## src/logic/sfd_pkg.sv

```systemverilog
// Package of constants for the frame start timestamp strobe block
package sfd_pkg;
  // ==========================================
  // Bus widths
  localparam int ADDR_W = 12;
  localparam int DATA_W = 32;
  localparam int REG_W = 16;
  localparam int IDX_W = 10;
  localparam int IDX_LSB = 2;
  // ==========================================
  // Register indices (byte address is four times the index)
  localparam logic [IDX_W-1:0] IDX_PHY_CONTROL_MAIN = 10'h001F;
  localparam logic [IDX_W-1:0] IDX_LANE_SKEW_STATUS = 10'h0055;
  localparam logic [IDX_W-1:0] IDX_ALIGN_FIFO_CONTROL = 10'h00E9;
  localparam logic [IDX_W-1:0] IDX_PIN_ROUTE_CTRL_A = 10'h0171;
  localparam logic [IDX_W-1:0] IDX_PIN_ROUTE_CTRL_B = 10'h0172;
  localparam logic [IDX_W-1:0] IDX_STROBE_PHASE_CTRL = 10'h0180;
  // ==========================================
  // Fields and values
  localparam int SOFT_RESTART_BIT = 14;
  localparam logic [REG_W-1:0] FIFO_INIT_VAL = 16'hDF22;
  localparam logic [REG_W-1:0] REG_RESET_VAL = 16'h0000;
  localparam int SKEW_W = 4;
  localparam int MASTER_SKEW_LSB = 4;
  localparam int SLAVE_SKEW_LSB = 0;
  localparam int TX_PHASE_LSB = 0;
  localparam int RX_PHASE_LSB = 4;
  localparam int ROUTE_SEL_W = 4;
  localparam int PINS_PER_REG = 4;
  localparam logic [ROUTE_SEL_W-1:0] ROUTE_NONE = 4'h0;
  localparam logic [ROUTE_SEL_W-1:0] ROUTE_TX = 4'h1;
  localparam logic [ROUTE_SEL_W-1:0] ROUTE_RX = 4'h2;
  localparam logic [ROUTE_SEL_W-1:0] ROUTE_EITHER = 4'h3;
  // ==========================================
  // Bus responses
  localparam logic [1:0] RESP_OKAY = 2'h0;
  localparam logic [1:0] RESP_SLVERR = 2'h2;
  // ==========================================
  // Timing
  localparam int CLK_PERIOD_NS = 10;
  localparam int PHASE_STEP_NS = 8;
  localparam int STEP_CYC_RAW = (PHASE_STEP_NS + CLK_PERIOD_NS - 1) / CLK_PERIOD_NS;
  localparam int PHASE_STEP_CYC = (STEP_CYC_RAW < 1) ? 1 : STEP_CYC_RAW;
  localparam int DELAY_W = 8;
  localparam logic [SKEW_W-1:0] SKEW_LIMIT_DEF = 4'h7;
endpackage

```

## src/logic/sfd_delay_line.sv

```systemverilog
// Delays one strobe by a number of phase steps and emits a one-cycle pulse
`timescale 1ns/1ps
`default_nettype none
module sfd_delay_line
  import sfd_pkg::*;
#(
  parameter int STEP_CYC = PHASE_STEP_CYC
)
(
  input wire logic sys_clk,
  input wire logic rst,
  input wire logic eventIn,
  input wire logic [DELAY_W-1:0] delaySteps,
  output logic strobeOut
);
  // ==========================================
  // Countdown
  logic busy_q;
  logic [DELAY_W+3:0] count_q;
  logic strobe_q;
  wire logic [DELAY_W+3:0] delayCyc = (DELAY_W+4)'(delaySteps * STEP_CYC);
  wire logic startNow = eventIn && !busy_q;
  wire logic fireNow = startNow ? (delayCyc == '0) : (busy_q && count_q == (DELAY_W+4)'(1));
  always_ff @(posedge sys_clk)
  begin
    if (rst)
    begin
      busy_q <= 1'b0;
      count_q <= '0;
      strobe_q <= 1'b0;
    end
    else
    begin
      strobe_q <= fireNow;
      if (startNow && delayCyc != '0)
      begin
        busy_q <= 1'b1;
        count_q <= delayCyc;
      end
      else if (busy_q)
      begin
        count_q <= count_q - (DELAY_W+4)'(1);
        busy_q <= (count_q != (DELAY_W+4)'(1));
      end
    end
  end
  assign strobeOut = strobe_q;
endmodule
`default_nettype wire

```

## src/logic/sfd_strobe_top.sv

```systemverilog
// Frame start timestamp strobes with phase shift, pin routing and skew report
// Contract
// - Emit a strobe at the delimiter, separately for transmit and receive.
// - Transmit strobe marks delimiter driven; receive strobe marks first symbol.
// - A phase field delays each strobe in steps of 8 ns; here a step is rounded up to one 10 ns clock cycle.
// - Two routing registers steer strobes to pins; small variant has only second.
// - Extra receive latency is added only when pair alignment is needed.
// - Added latency is latched at link-up and fixed for the link.
// - At 1000 Mb the alignment latency is bounded and reported.
// - Soft restart bit written makes the device restart the link.
// - Master at 1000 Mb reports latency in status bits 7 to 4.
// - Slave at 1000 Mb reports latency in status bits 3 to 0.
// - At 100 Mb no latency is added nor reported.
//
// Chosen here: the AXI4-Lite register port.
`timescale 1ns/1ps
`default_nettype none
module sfd_strobe_top
  import sfd_pkg::*;
#(
  parameter bit ROUTE_A_PRESENT = 1'b1,
  parameter logic [SKEW_W-1:0] SKEW_LIMIT = SKEW_LIMIT_DEF
)
(
  input wire logic sys_clk,
  input wire logic rst,
  input wire logic [sfd_pkg::ADDR_W-1:0] s_axi_awaddr,
  input wire logic s_axi_awvalid,
  output logic s_axi_awready,
  input wire logic [sfd_pkg::DATA_W-1:0] s_axi_wdata,
  input wire logic [3:0] s_axi_wstrb,
  input wire logic s_axi_wvalid,
  output logic s_axi_wready,
  output logic [1:0] s_axi_bresp,
  output logic s_axi_bvalid,
  input wire logic s_axi_bready,
  input wire logic [sfd_pkg::ADDR_W-1:0] s_axi_araddr,
  input wire logic s_axi_arvalid,
  output logic s_axi_arready,
  output logic [sfd_pkg::DATA_W-1:0] s_axi_rdata,
  output logic [1:0] s_axi_rresp,
  output logic s_axi_rvalid,
  input wire logic s_axi_rready,
  input wire logic txDelimiterDriven,
  input wire logic rxFirstSymbol,
  input wire logic linkUp,
  input wire logic speed1000,
  input wire logic speed100,
  input wire logic isMaster,
  input wire logic [sfd_pkg::SKEW_W-1:0] laneSkewMeasured,
  output logic txFrameStartStrobe,
  output logic rxFrameStartStrobe,
  output logic [2*sfd_pkg::PINS_PER_REG-1:0] strobePins,
  output logic linkRestart
);
  import sfd_pkg::*;

  // ==========================================
  // Register state
  logic [REG_W-1:0] phyControl_q;
  logic [REG_W-1:0] alignFifo_q;
  logic [REG_W-1:0] routeA_q;
  logic [REG_W-1:0] routeB_q;
  logic [REG_W-1:0] phase_q;
  logic restart_q;

  // ==========================================
  // Write channel
  logic awReady_q;
  logic wReady_q;
  logic awHeld_q;
  logic wHeld_q;
  logic [IDX_W-1:0] wIdx_q;
  logic [REG_W-1:0] wData_q;
  logic [1:0] wStrb_q;
  logic bValid_q;
  logic [1:0] bResp_q;

  function automatic logic known(input logic [IDX_W-1:0] idx);
    known = (idx == IDX_PHY_CONTROL_MAIN) || (idx == IDX_LANE_SKEW_STATUS) ||
            (idx == IDX_ALIGN_FIFO_CONTROL) || (idx == IDX_PIN_ROUTE_CTRL_B) ||
            (idx == IDX_STROBE_PHASE_CTRL) || (ROUTE_A_PRESENT && idx == IDX_PIN_ROUTE_CTRL_A);
  endfunction

  function automatic logic [REG_W-1:0] merge(input logic [REG_W-1:0] old, input logic [REG_W-1:0] nw,
                                             input logic [1:0] strb);
    merge = {strb[1] ? nw[15:8] : old[15:8], strb[0] ? nw[7:0] : old[7:0]};
  endfunction

  wire logic awTake = s_axi_awvalid && awReady_q;
  wire logic wTake = s_axi_wvalid && wReady_q;
  wire logic doWrite = awHeld_q && wHeld_q && !bValid_q;
  wire logic bDone = bValid_q && s_axi_bready;
  wire logic wKnown = known(wIdx_q);
  wire logic wrCtrl = doWrite && wIdx_q == IDX_PHY_CONTROL_MAIN;
  wire logic wrFifo = doWrite && wIdx_q == IDX_ALIGN_FIFO_CONTROL;
  wire logic wrRouteA = doWrite && ROUTE_A_PRESENT && wIdx_q == IDX_PIN_ROUTE_CTRL_A;
  wire logic wrRouteB = doWrite && wIdx_q == IDX_PIN_ROUTE_CTRL_B;
  wire logic wrPhase = doWrite && wIdx_q == IDX_STROBE_PHASE_CTRL;
  wire logic [REG_W-1:0] ctrlMerged = merge(phyControl_q, wData_q, wStrb_q);
  wire logic restartReq = wrCtrl && ctrlMerged[SOFT_RESTART_BIT];

  always_ff @(posedge sys_clk)
  begin
    if (rst)
    begin
      awReady_q <= 1'b0;
      wReady_q <= 1'b0;
      awHeld_q <= 1'b0;
      wHeld_q <= 1'b0;
      wIdx_q <= '0;
      wData_q <= REG_RESET_VAL;
      wStrb_q <= 2'h0;
      bValid_q <= 1'b0;
      bResp_q <= RESP_OKAY;
    end
    else
    begin
      if (awTake)
      begin
        awReady_q <= 1'b0;
        awHeld_q <= 1'b1;
        wIdx_q <= s_axi_awaddr[IDX_LSB +: IDX_W];
      end
      else if (!awHeld_q)
        awReady_q <= 1'b1;
      if (wTake)
      begin
        wReady_q <= 1'b0;
        wHeld_q <= 1'b1;
        wData_q <= s_axi_wdata[REG_W-1:0];
        wStrb_q <= s_axi_wstrb[1:0];
      end
      else if (!wHeld_q)
        wReady_q <= 1'b1;
      if (doWrite)
      begin
        bValid_q <= 1'b1;
        bResp_q <= wKnown ? RESP_OKAY : RESP_SLVERR;
      end
      else if (bDone)
      begin
        bValid_q <= 1'b0;
        awHeld_q <= 1'b0;
        wHeld_q <= 1'b0;
      end
    end
  end

  // ==========================================
  // Registers written by software
  always_ff @(posedge sys_clk)
  begin
    if (rst)
    begin
      phyControl_q <= REG_RESET_VAL;
      alignFifo_q <= REG_RESET_VAL;
      routeA_q <= REG_RESET_VAL;
      routeB_q <= REG_RESET_VAL;
      phase_q <= REG_RESET_VAL;
      restart_q <= 1'b0;
    end
    else
    begin
      restart_q <= restartReq;
      if (wrCtrl)
      begin
        phyControl_q <= ctrlMerged;
        phyControl_q[SOFT_RESTART_BIT] <= 1'b0;
      end
      if (wrFifo)
        alignFifo_q <= merge(alignFifo_q, wData_q, wStrb_q);
      if (wrRouteA)
        routeA_q <= merge(routeA_q, wData_q, wStrb_q);
      if (wrRouteB)
        routeB_q <= merge(routeB_q, wData_q, wStrb_q);
      if (wrPhase)
        phase_q <= merge(phase_q, wData_q, wStrb_q);
    end
  end

  // ==========================================
  // Alignment latency latched per link
  logic linkUpPrev_q;
  logic armed_q;
  logic [SKEW_W-1:0] skew_q;
  wire logic linkRise = linkUp && !linkUpPrev_q;
  wire logic fifoReady = (alignFifo_q == FIFO_INIT_VAL);
  wire logic [SKEW_W-1:0] skewBounded = (laneSkewMeasured > SKEW_LIMIT) ? SKEW_LIMIT : laneSkewMeasured;
  wire logic applySkew = armed_q && speed1000 && !speed100;
  wire logic [SKEW_W-1:0] skewApplied = applySkew ? skew_q : '0;

  always_ff @(posedge sys_clk)
  begin
    if (rst)
    begin
      linkUpPrev_q <= 1'b0;
      armed_q <= 1'b0;
      skew_q <= '0;
    end
    else
    begin
      linkUpPrev_q <= linkUp && !restartReq;
      if (!linkUp || restartReq)
      begin
        armed_q <= 1'b0;
        skew_q <= '0;
      end
      else if (linkRise)
      begin
        armed_q <= fifoReady && speed1000;
        skew_q <= fifoReady ? skewBounded : laneSkewMeasured;
      end
    end
  end

  wire logic [REG_W-1:0] skewStatus = !applySkew ? REG_RESET_VAL :
    isMaster ? REG_W'({skewApplied, {MASTER_SKEW_LSB{1'b0}}}) :
    REG_W'(skewApplied) << SLAVE_SKEW_LSB;

  // ==========================================
  // Read channel
  logic arReady_q;
  logic rValid_q;
  logic [DATA_W-1:0] rData_q;
  logic [1:0] rResp_q;
  wire logic [IDX_W-1:0] rIdx = s_axi_araddr[IDX_LSB +: IDX_W];
  wire logic arTake = s_axi_arvalid && arReady_q;
  wire logic [REG_W-1:0] rMux =
    (rIdx == IDX_PHY_CONTROL_MAIN) ? phyControl_q :
    (rIdx == IDX_LANE_SKEW_STATUS) ? skewStatus :
    (rIdx == IDX_ALIGN_FIFO_CONTROL) ? alignFifo_q :
    (rIdx == IDX_PIN_ROUTE_CTRL_A && ROUTE_A_PRESENT) ? routeA_q :
    (rIdx == IDX_PIN_ROUTE_CTRL_B) ? routeB_q :
    (rIdx == IDX_STROBE_PHASE_CTRL) ? phase_q : REG_RESET_VAL;

  always_ff @(posedge sys_clk)
  begin
    if (rst)
    begin
      arReady_q <= 1'b0;
      rValid_q <= 1'b0;
      rData_q <= '0;
      rResp_q <= RESP_OKAY;
    end
    else if (arTake)
    begin
      arReady_q <= 1'b0;
      rValid_q <= 1'b1;
      rData_q <= DATA_W'(rMux);
      rResp_q <= known(rIdx) ? RESP_OKAY : RESP_SLVERR;
    end
    else if (rValid_q && s_axi_rready)
      rValid_q <= 1'b0;
    else if (!rValid_q)
      arReady_q <= 1'b1;
  end

  // ==========================================
  // Strobe generation
  wire logic [DELAY_W-1:0] txSteps = DELAY_W'(phase_q[TX_PHASE_LSB +: SKEW_W]);
  wire logic [DELAY_W-1:0] rxSteps = DELAY_W'(phase_q[RX_PHASE_LSB +: SKEW_W]) + DELAY_W'(skewApplied);

  sfd_delay_line #(.STEP_CYC(PHASE_STEP_CYC)) txDelay (
    .sys_clk(sys_clk),
    .rst(rst),
    .eventIn(txDelimiterDriven),
    .delaySteps(txSteps),
    .strobeOut(txFrameStartStrobe)
  );

  sfd_delay_line #(.STEP_CYC(PHASE_STEP_CYC)) rxDelay (
    .sys_clk(sys_clk),
    .rst(rst),
    .eventIn(rxFirstSymbol),
    .delaySteps(rxSteps),
    .strobeOut(rxFrameStartStrobe)
  );

  // ==========================================
  // Pin routing
  function automatic logic pick(input logic [ROUTE_SEL_W-1:0] sel, input logic tx, input logic rx);
    pick = (sel == ROUTE_TX) ? tx : (sel == ROUTE_RX) ? rx : (sel == ROUTE_EITHER) ? (tx || rx) : 1'b0;
  endfunction

  logic [2*PINS_PER_REG-1:0] pins_q;
  logic [2*PINS_PER_REG-1:0] pins_d;
  always_comb
  begin
    pins_d = '0;
    for (int i = 0; i < PINS_PER_REG; i++)
    begin
      pins_d[i] = ROUTE_A_PRESENT && pick(routeA_q[i*ROUTE_SEL_W +: ROUTE_SEL_W],
                                          txFrameStartStrobe, rxFrameStartStrobe);
      pins_d[PINS_PER_REG+i] = pick(routeB_q[i*ROUTE_SEL_W +: ROUTE_SEL_W],
                                    txFrameStartStrobe, rxFrameStartStrobe);
    end
  end

  always_ff @(posedge sys_clk)
  begin
    if (rst)
      pins_q <= '0;
    else
      pins_q <= pins_d;
  end

  assign strobePins = pins_q;
  assign linkRestart = restart_q;
  assign s_axi_awready = awReady_q;
  assign s_axi_wready = wReady_q;
  assign s_axi_bvalid = bValid_q;
  assign s_axi_bresp = bResp_q;
  assign s_axi_arready = arReady_q;
  assign s_axi_rvalid = rValid_q;
  assign s_axi_rdata = rData_q;
  assign s_axi_rresp = rResp_q;
endmodule
`default_nettype wire

```

## config.mk

```make
export PLATFORM = sky130hd
export DESIGN_NAME = sfd_strobe_top
export DESIGN_NICKNAME = d
export VERILOG_FILES = /design/src/logic/sfd_pkg.sv /design/src/logic/sfd_delay_line.sv /design/src/logic/sfd_strobe_top.sv
export SDC_FILE = /design/constraint.sdc
export NUM_CORES = 1
export LEC_CHECK = 0
export CORE_ASPECT_RATIO = 1.25
export CORE_MARGIN = 2
export CORE_UTILIZATION = 45
export CTS_CLUSTER_SIZE = 14
export DETAILED_ROUTE_END_ITERATION = 12
export DONT_BUFFER_PORTS = 1
export GPL_TIMING_DRIVEN = 1
export PLACE_DENSITY = 0.56
export SETUP_SLACK_MARGIN = 0.3
export SKIP_LAST_GASP = 1
export SLEW_MARGIN = 20
export SYNTH_ARGS = -nofsm -noshare
export SYNTH_HDL_FRONTEND = slang
export SYNTH_SLANG_ARGS = --single-unit
```

## constraint.sdc

```tcl
create_clock -name sys_clk -period 6.95 [get_ports sys_clk]
set_input_delay 0.3475 -clock sys_clk [delete_from_list [all_inputs] [get_ports sys_clk]]
set_output_delay 0.3475 -clock sys_clk [all_outputs]
set_load 0.03 [all_outputs]
```

Word level (Yosys, flattened, before mapping)
Cells that the tools add are included.
Word-level totals
  word-level logic and storage cells: 209
  output and inout port bits: 52
  register bits: 177
Operators by class
  equal/unequal tests: 41
  order comparisons: 1
  reductions and logical operators: 68
  add/sub/neg operators: 3
  muxes and demuxes: 58
  bitwise gates (word level): 2
Operators by type and width (count)
  $mux 16: 6
  $eq 4x2->1 const B: 16
  $eq 10x9->1 const B: 6
  $mux 1: 40
  $eq 4x1->1 const B: 8
  $mux 8: 4
  $eq 12x1->1 const B: 2
  $logic_and 1x1->1: 24
  $logic_not 12->1: 2
  $ne 12x1->1 const B: 2
  $reduce_bool 12->1: 2
  $sub 12x1->12 const B: 2
  $reduce_and 2->1: 11
  $eq 10x5->1 const B: 2
  $eq 10x7->1 const B: 2
  $eq 10x8->1 const B: 2
  $mux 4: 5
  $eq 16x16->1 const B: 1
  $logic_or 1x1->1: 12
  $reduce_or 2->1: 6
  $reduce_bool 2->1: 4
  $logic_not 1->1: 7
  $mux 7: 1
  $add 4x4->5: 1
  other kinds (3): 5

Logic depth before layout (Yosys ltp)
  depth in word-level cells: 7
  depth in mapped cells: 12

Hierarchy
Synthesis repeated with hierarchy kept, for this count alone.
Unflattened totals
  cell total of the unflattened synthesis: 916
  area, all modules: 8067.7 um^2
By module, submodules not included
  sfd_strobe_top: area an instance 6566.3 um^2, cells each 750, instances 1
  sfd_delay_line: area an instance 750.7 um^2, cells each 83, instances 2

Worst setup path before layout
OpenSTA, ideal clock, no wires.
  path type: input to register
  from: input port speed100
  to: register rxDelay.busy_q
  required time: 6.835 ns
  setup time: 0.115 ns
  setup slack: 4.293 ns
  cell stages on the path: 12
  arrival: 2.542 ns
  path through: and3b_1 buf_2 and2_1 ha_1 ha_1 a21o_1 or4b_1 o41ai_1 a211o_2 a21oi_2 buf_6 o21ba_1
Between the ends
  cells in the longest elaborated chain, start to end: 7
Ends and longest elaborated chain
  from (decl): line sfd_strobe_top.sv:48  | input wire logic speed100,
  $logic_not 1->1: line sfd_strobe_top.sv:190  | wire logic applySkew = armed_q && speed1000 && !speed100;
  $logic_and 1x1->1: line sfd_strobe_top.sv:190
  $mux 4: line sfd_strobe_top.sv:191  | wire logic [SKEW_W-1:0] skewApplied = applySkew ? skew_q : '0;
  $add 4x4->5: line sfd_strobe_top.sv:262  | wire logic [DELAY_W-1:0] rxSteps = DELAY_W'(phase_q[RX_PHASE_LSB +: SKEW_W]) + DELAY_W'(skewApplied);
  $reduce_bool 12->1: line sfd_delay_line.sv:35  | if (startNow && delayCyc != '0)
  $logic_and 1x1->1: line sfd_delay_line.sv:35
  $mux 1: line sfd_delay_line.sv:35
  to (signal assigned): line sfd_delay_line.sv:43  | busy_q <= (count_q != (DELAY_W+4)'(1));
  to (decl): line sfd_delay_line.sv:18  | logic busy_q;
Every way passes these cells.
A chain may end at the register's enable or synchronous reset.

Worst setup path in the final report
  from: register armed_q
  to: register rxDelay.count_q[2]
Between the ends
  cells in the longest elaborated chain, start to end: 7
Ends and longest elaborated chain
  from (decl): line sfd_strobe_top.sv:185  | logic armed_q;
  from (signal assigned): line sfd_strobe_top.sv:211  | armed_q <= fifoReady && speed1000;
  $logic_and 1x1->1 * (2 in a row): line sfd_strobe_top.sv:190
  $mux 4 *: line sfd_strobe_top.sv:191
  $add 4x4->5 *: line sfd_strobe_top.sv:262
  $reduce_bool 12->1: line sfd_delay_line.sv:35
  $logic_and 1x1->1: line sfd_delay_line.sv:35
  $mux 8 or $reduce_bool 2->1 (tied branches)
  to (signal assigned): line sfd_delay_line.sv:38  | count_q <= delayCyc;
  to (signal assigned): line sfd_delay_line.sv:42  | count_q <= count_q - (DELAY_W+4)'(1);
  to (decl): line sfd_delay_line.sv:19  | logic [DELAY_W+3:0] count_q;
Mark *: on every way between the ends. The rest lies on a longest branch, timed or not.

==> impl_metrics.toml <==
[setup_path]
worstSetupPathType = "reg2reg"
crit_slowest_cell = "a21oi_2"
r2r-start = "armed_q$_SDFFE_PP0P_"
crit_path_end_kind = "flop"
path_cells = "and3b_1, and2_1, ha_1, ha_1, and3b_1, a21oi_1, o41ai_1, a211o_2, a21oi_2, mux2_1"
worstPathMaxFanout = 12
start_kind = "flop"
startpoint = "armed_q$_SDFFE_PP0P_"
slowest_delay_ns = 0.73
cp.required_ns = 7.26
worstPathArrival_ns = 3.84

[cells_and_area]
final_area_um2 = 8520
drive_gt1_share_pct = 7.92
n_antenna_cell = 0
area_growth_pct = 7.58
layout.cells.non_filler = 1121
fin_nets = 968

[synth]
synth_flop_cell = "dfxtp_1"
syn_inst = 910
yosys_warnings = 0
ys_ff_latch = 175
synth_top_area_share_pct = 44.2
syn_area_um2 = 7920
synth_top_cells_by_count = "dfxtp_1 (175), nand2_1 (118), nor2_1 (102)"
post-synth-top-area-cell = "dfxtp_1"
synth.most_common_cell = "dfxtp_1"
syn_avg_cell_area_um2 = 8.70
synthTopCellsByArea = "dfxtp_1 (44%), mux2i_1 (6.2%), a21oi_1 (6.1%)"
async_flop_share_pct = 0
synth.distinct_cells = 74
yosysSeqAreaShare_pct = 44.2
synth_edf_count = 0

[clock_tree]
cts_tree = "done"
post_cts_buffers = 0
h-tree-depth = 4
cts_resized = 0
root_buffer = "clkbuf_16"
cts_made_buffers = 17
clk_pin_slew_ns = 0.07
clkLatencyLatePin_ns = 0.43
cts.path.max_buffers = 2
holdBufCountCts = 1
cts.sinks = 175

[pwr]
seq_power_share_pct = 52.3
p_leak_uw = 0.00304
power_frac_clock_pct = 43.9
p_sw_share_pct = 24.7
p_int_uw = 1530
powerDensity_nw_per_um2 = 239
ir_worst_vdd_mv = 0.170
combPwrFrac_pct = 3.7
power_switching_uw = 504

[grt]
grt_overflow_total = 0
grt_first_pass_wirelength_um = 33500
grt_max_degree = 150
grt_pass1_vias = 6186
antenna_found_initial = 0
track_usage_pct = 23.0

[min_path]
worstHoldStart = "rst"
hold_path.class = "in2reg"

[die]
coreArea_um2 = 17400
ioPinCount = 129
initial_core_util_pct = 45.6
die_y_um = 152
die_w_um = 123
dieArea_um2 = 18700
row_count = 54

[drt]
viasPerCell = 5.87
drtPass1Iterations = 7
vias = 6580
routed_wirelength_um = 21500
drt_iter0_drc = 527
post_drt_wl_per_cell_um = 19.2
drcViolationCount = 0
drt.antenna.violating_nets = 0

[placement]
placed_area_um2 = 7930
dp_hpwl_um = 14900
routabilityCongestion = 0.882
pre_cts_ws_ns = 3.37
numPortBuffers = 0
dp_cells = 1085

[run_status]
status = "finished clean"

[timing]
fmax_mhz = 283
whs_ns = 0.0132
post-route-period-util_pct = 50.9
period_needed_ns = 3.54
tightest_slew_ns = 0.959
finalSetupViolations = 0
hold_violations = 0
slew_viol_final = 0
finClkSkew_ns = 0.0122
fin_ws_ns = 3.41
rsz0062_at_grt = "no"
finalSetupTns_ns = 0
slew_headroom_pct = 36.0

[run]
max-cap-violations = 0
==> critical path: cells and delay by family (launching register included) <==
kind                       cells  cell delay, ns
AOI/OAI and AO/OA              4            1.36
adders and majority gates      2            0.54
DFF                            1            0.35
muxes                          1            0.39
and+or+nand+nor                3            0.80
==> per-stage QoR <==
step | util, % | total power, uW
detailed placement | 45.6 | 1160
floorplan | - | 1160
finish | 49.1 | 2040
CTS | 48.9 | 2050
global route | 49.1 | 2110
global placement | 45.6 | 1160
==> final timing paths <==
check	endpoint	slack, ns	depth (start not counted)
setup / recovery	rxDelay.count_q[2]$_SDFFE_PP0P_	3.41	10
hold reg to reg	strobePins[4]$_SDFF_PP0_	0.46	1
hold / removal	txDelay.count_q[0]$_SDFFE_PP0P_	0.01	1
setup reg to reg	rxDelay.count_q[2]$_SDFFE_PP0P_	3.41	10
==> placed cells by master, fill, tap and decap left out, drive strengths merged, types with 4 or more instances in the layout <==
cell type / synthesis / routed
nand2: 118 / 118
a222oi: 10 / 10
inv: 11 / 13
a21oi: 98 / 98
nand2b: 7 / 7
a21o: 5 / 5
clkinv: 0 / 7
a31oi: 4 / 4
nor2b: 11 / 11
o21ai: 47 / 47
mux2i: 49 / 49
a221oi: 8 / 8
xnor2: 15 / 15
nor3: 26 / 26
conb: 1 / 18
and2: 6 / 6
nor4: 19 / 19
a22o: 10 / 10
nor2: 105 / 105
a22oi: 17 / 17
nand4b: 5 / 5
clkbuf: 32 / 20
xor2: 4 / 4
nand3: 12 / 12
nand3b: 6 / 6
dfxtp: 175 / 175
or3: 4 / 4
ha: 7 / 7
a211oi: 12 / 12
==> state kept, by name, indices dropped and copies added (netlist names), 2 cells and up <==
name / cells
strobePins: 8
routeB_q: 16
routeA_q: 16
rxDelay.count_q: 12
phase_q: 16
wIdx_q: 10
wData_q: 16
wStrb_q: 2
s_axi_rdata: 16
phyControl_q: 15
alignFifo_q: 16
skew_q: 4
txDelay.count_q: 12
==> area by class of cell <==
type / instances / area, um^2
fillers: 1694 / 8840
well taps: 224 / 280
multi-input cells: 673 / 4090
repair buffers: 6 / 56.3
inverters: 11 / 41.3
clock inverters: 12 / 86.3
flip-flops and latches: 175 / 3500
clock buffers: 20 / 467
==> power groups by stage <==
stage | registers [uW] | logic (uW) | clock network (uW)
6_report | 1070 | 75.6 | 895
5_1_grt | 1070 | 84.5 | 955
4_1_cts | 1070 | 74.5 | 907
3_5_place_dp | 1090 | 71.6 | 0
3_3_place_gp | 1090 | 70.0 | 0
2_1_floorplan | 1080 | 83.1 | 0
==> cells by family after synthesis <==
logic type	Yosys count	share of synthesized area [%]
muxes	51	6.48
adders and majority gates	7	1.11
DFF	175	44.2
and+or+nand+nor	341	21.6
AOI/OAI and AO/OA	237	19.3
xor gates and xnor gates	19	2.10
other	1	0.0473
buffers and inverters	79	5.09
==> routing by layer <==
metal | track usage (%) | wire length (um) | up-vias
met2 | 36.6 | 10400 | 215
met3 | 5.73 | 1330 | 33
met4 | 8.05 | 493 | 0
li1 | - | - | 3179
met1 | 30.0 | 9270 | 3153
met5 | 0 | 0 | -
(Power assumes the default switching activity.)
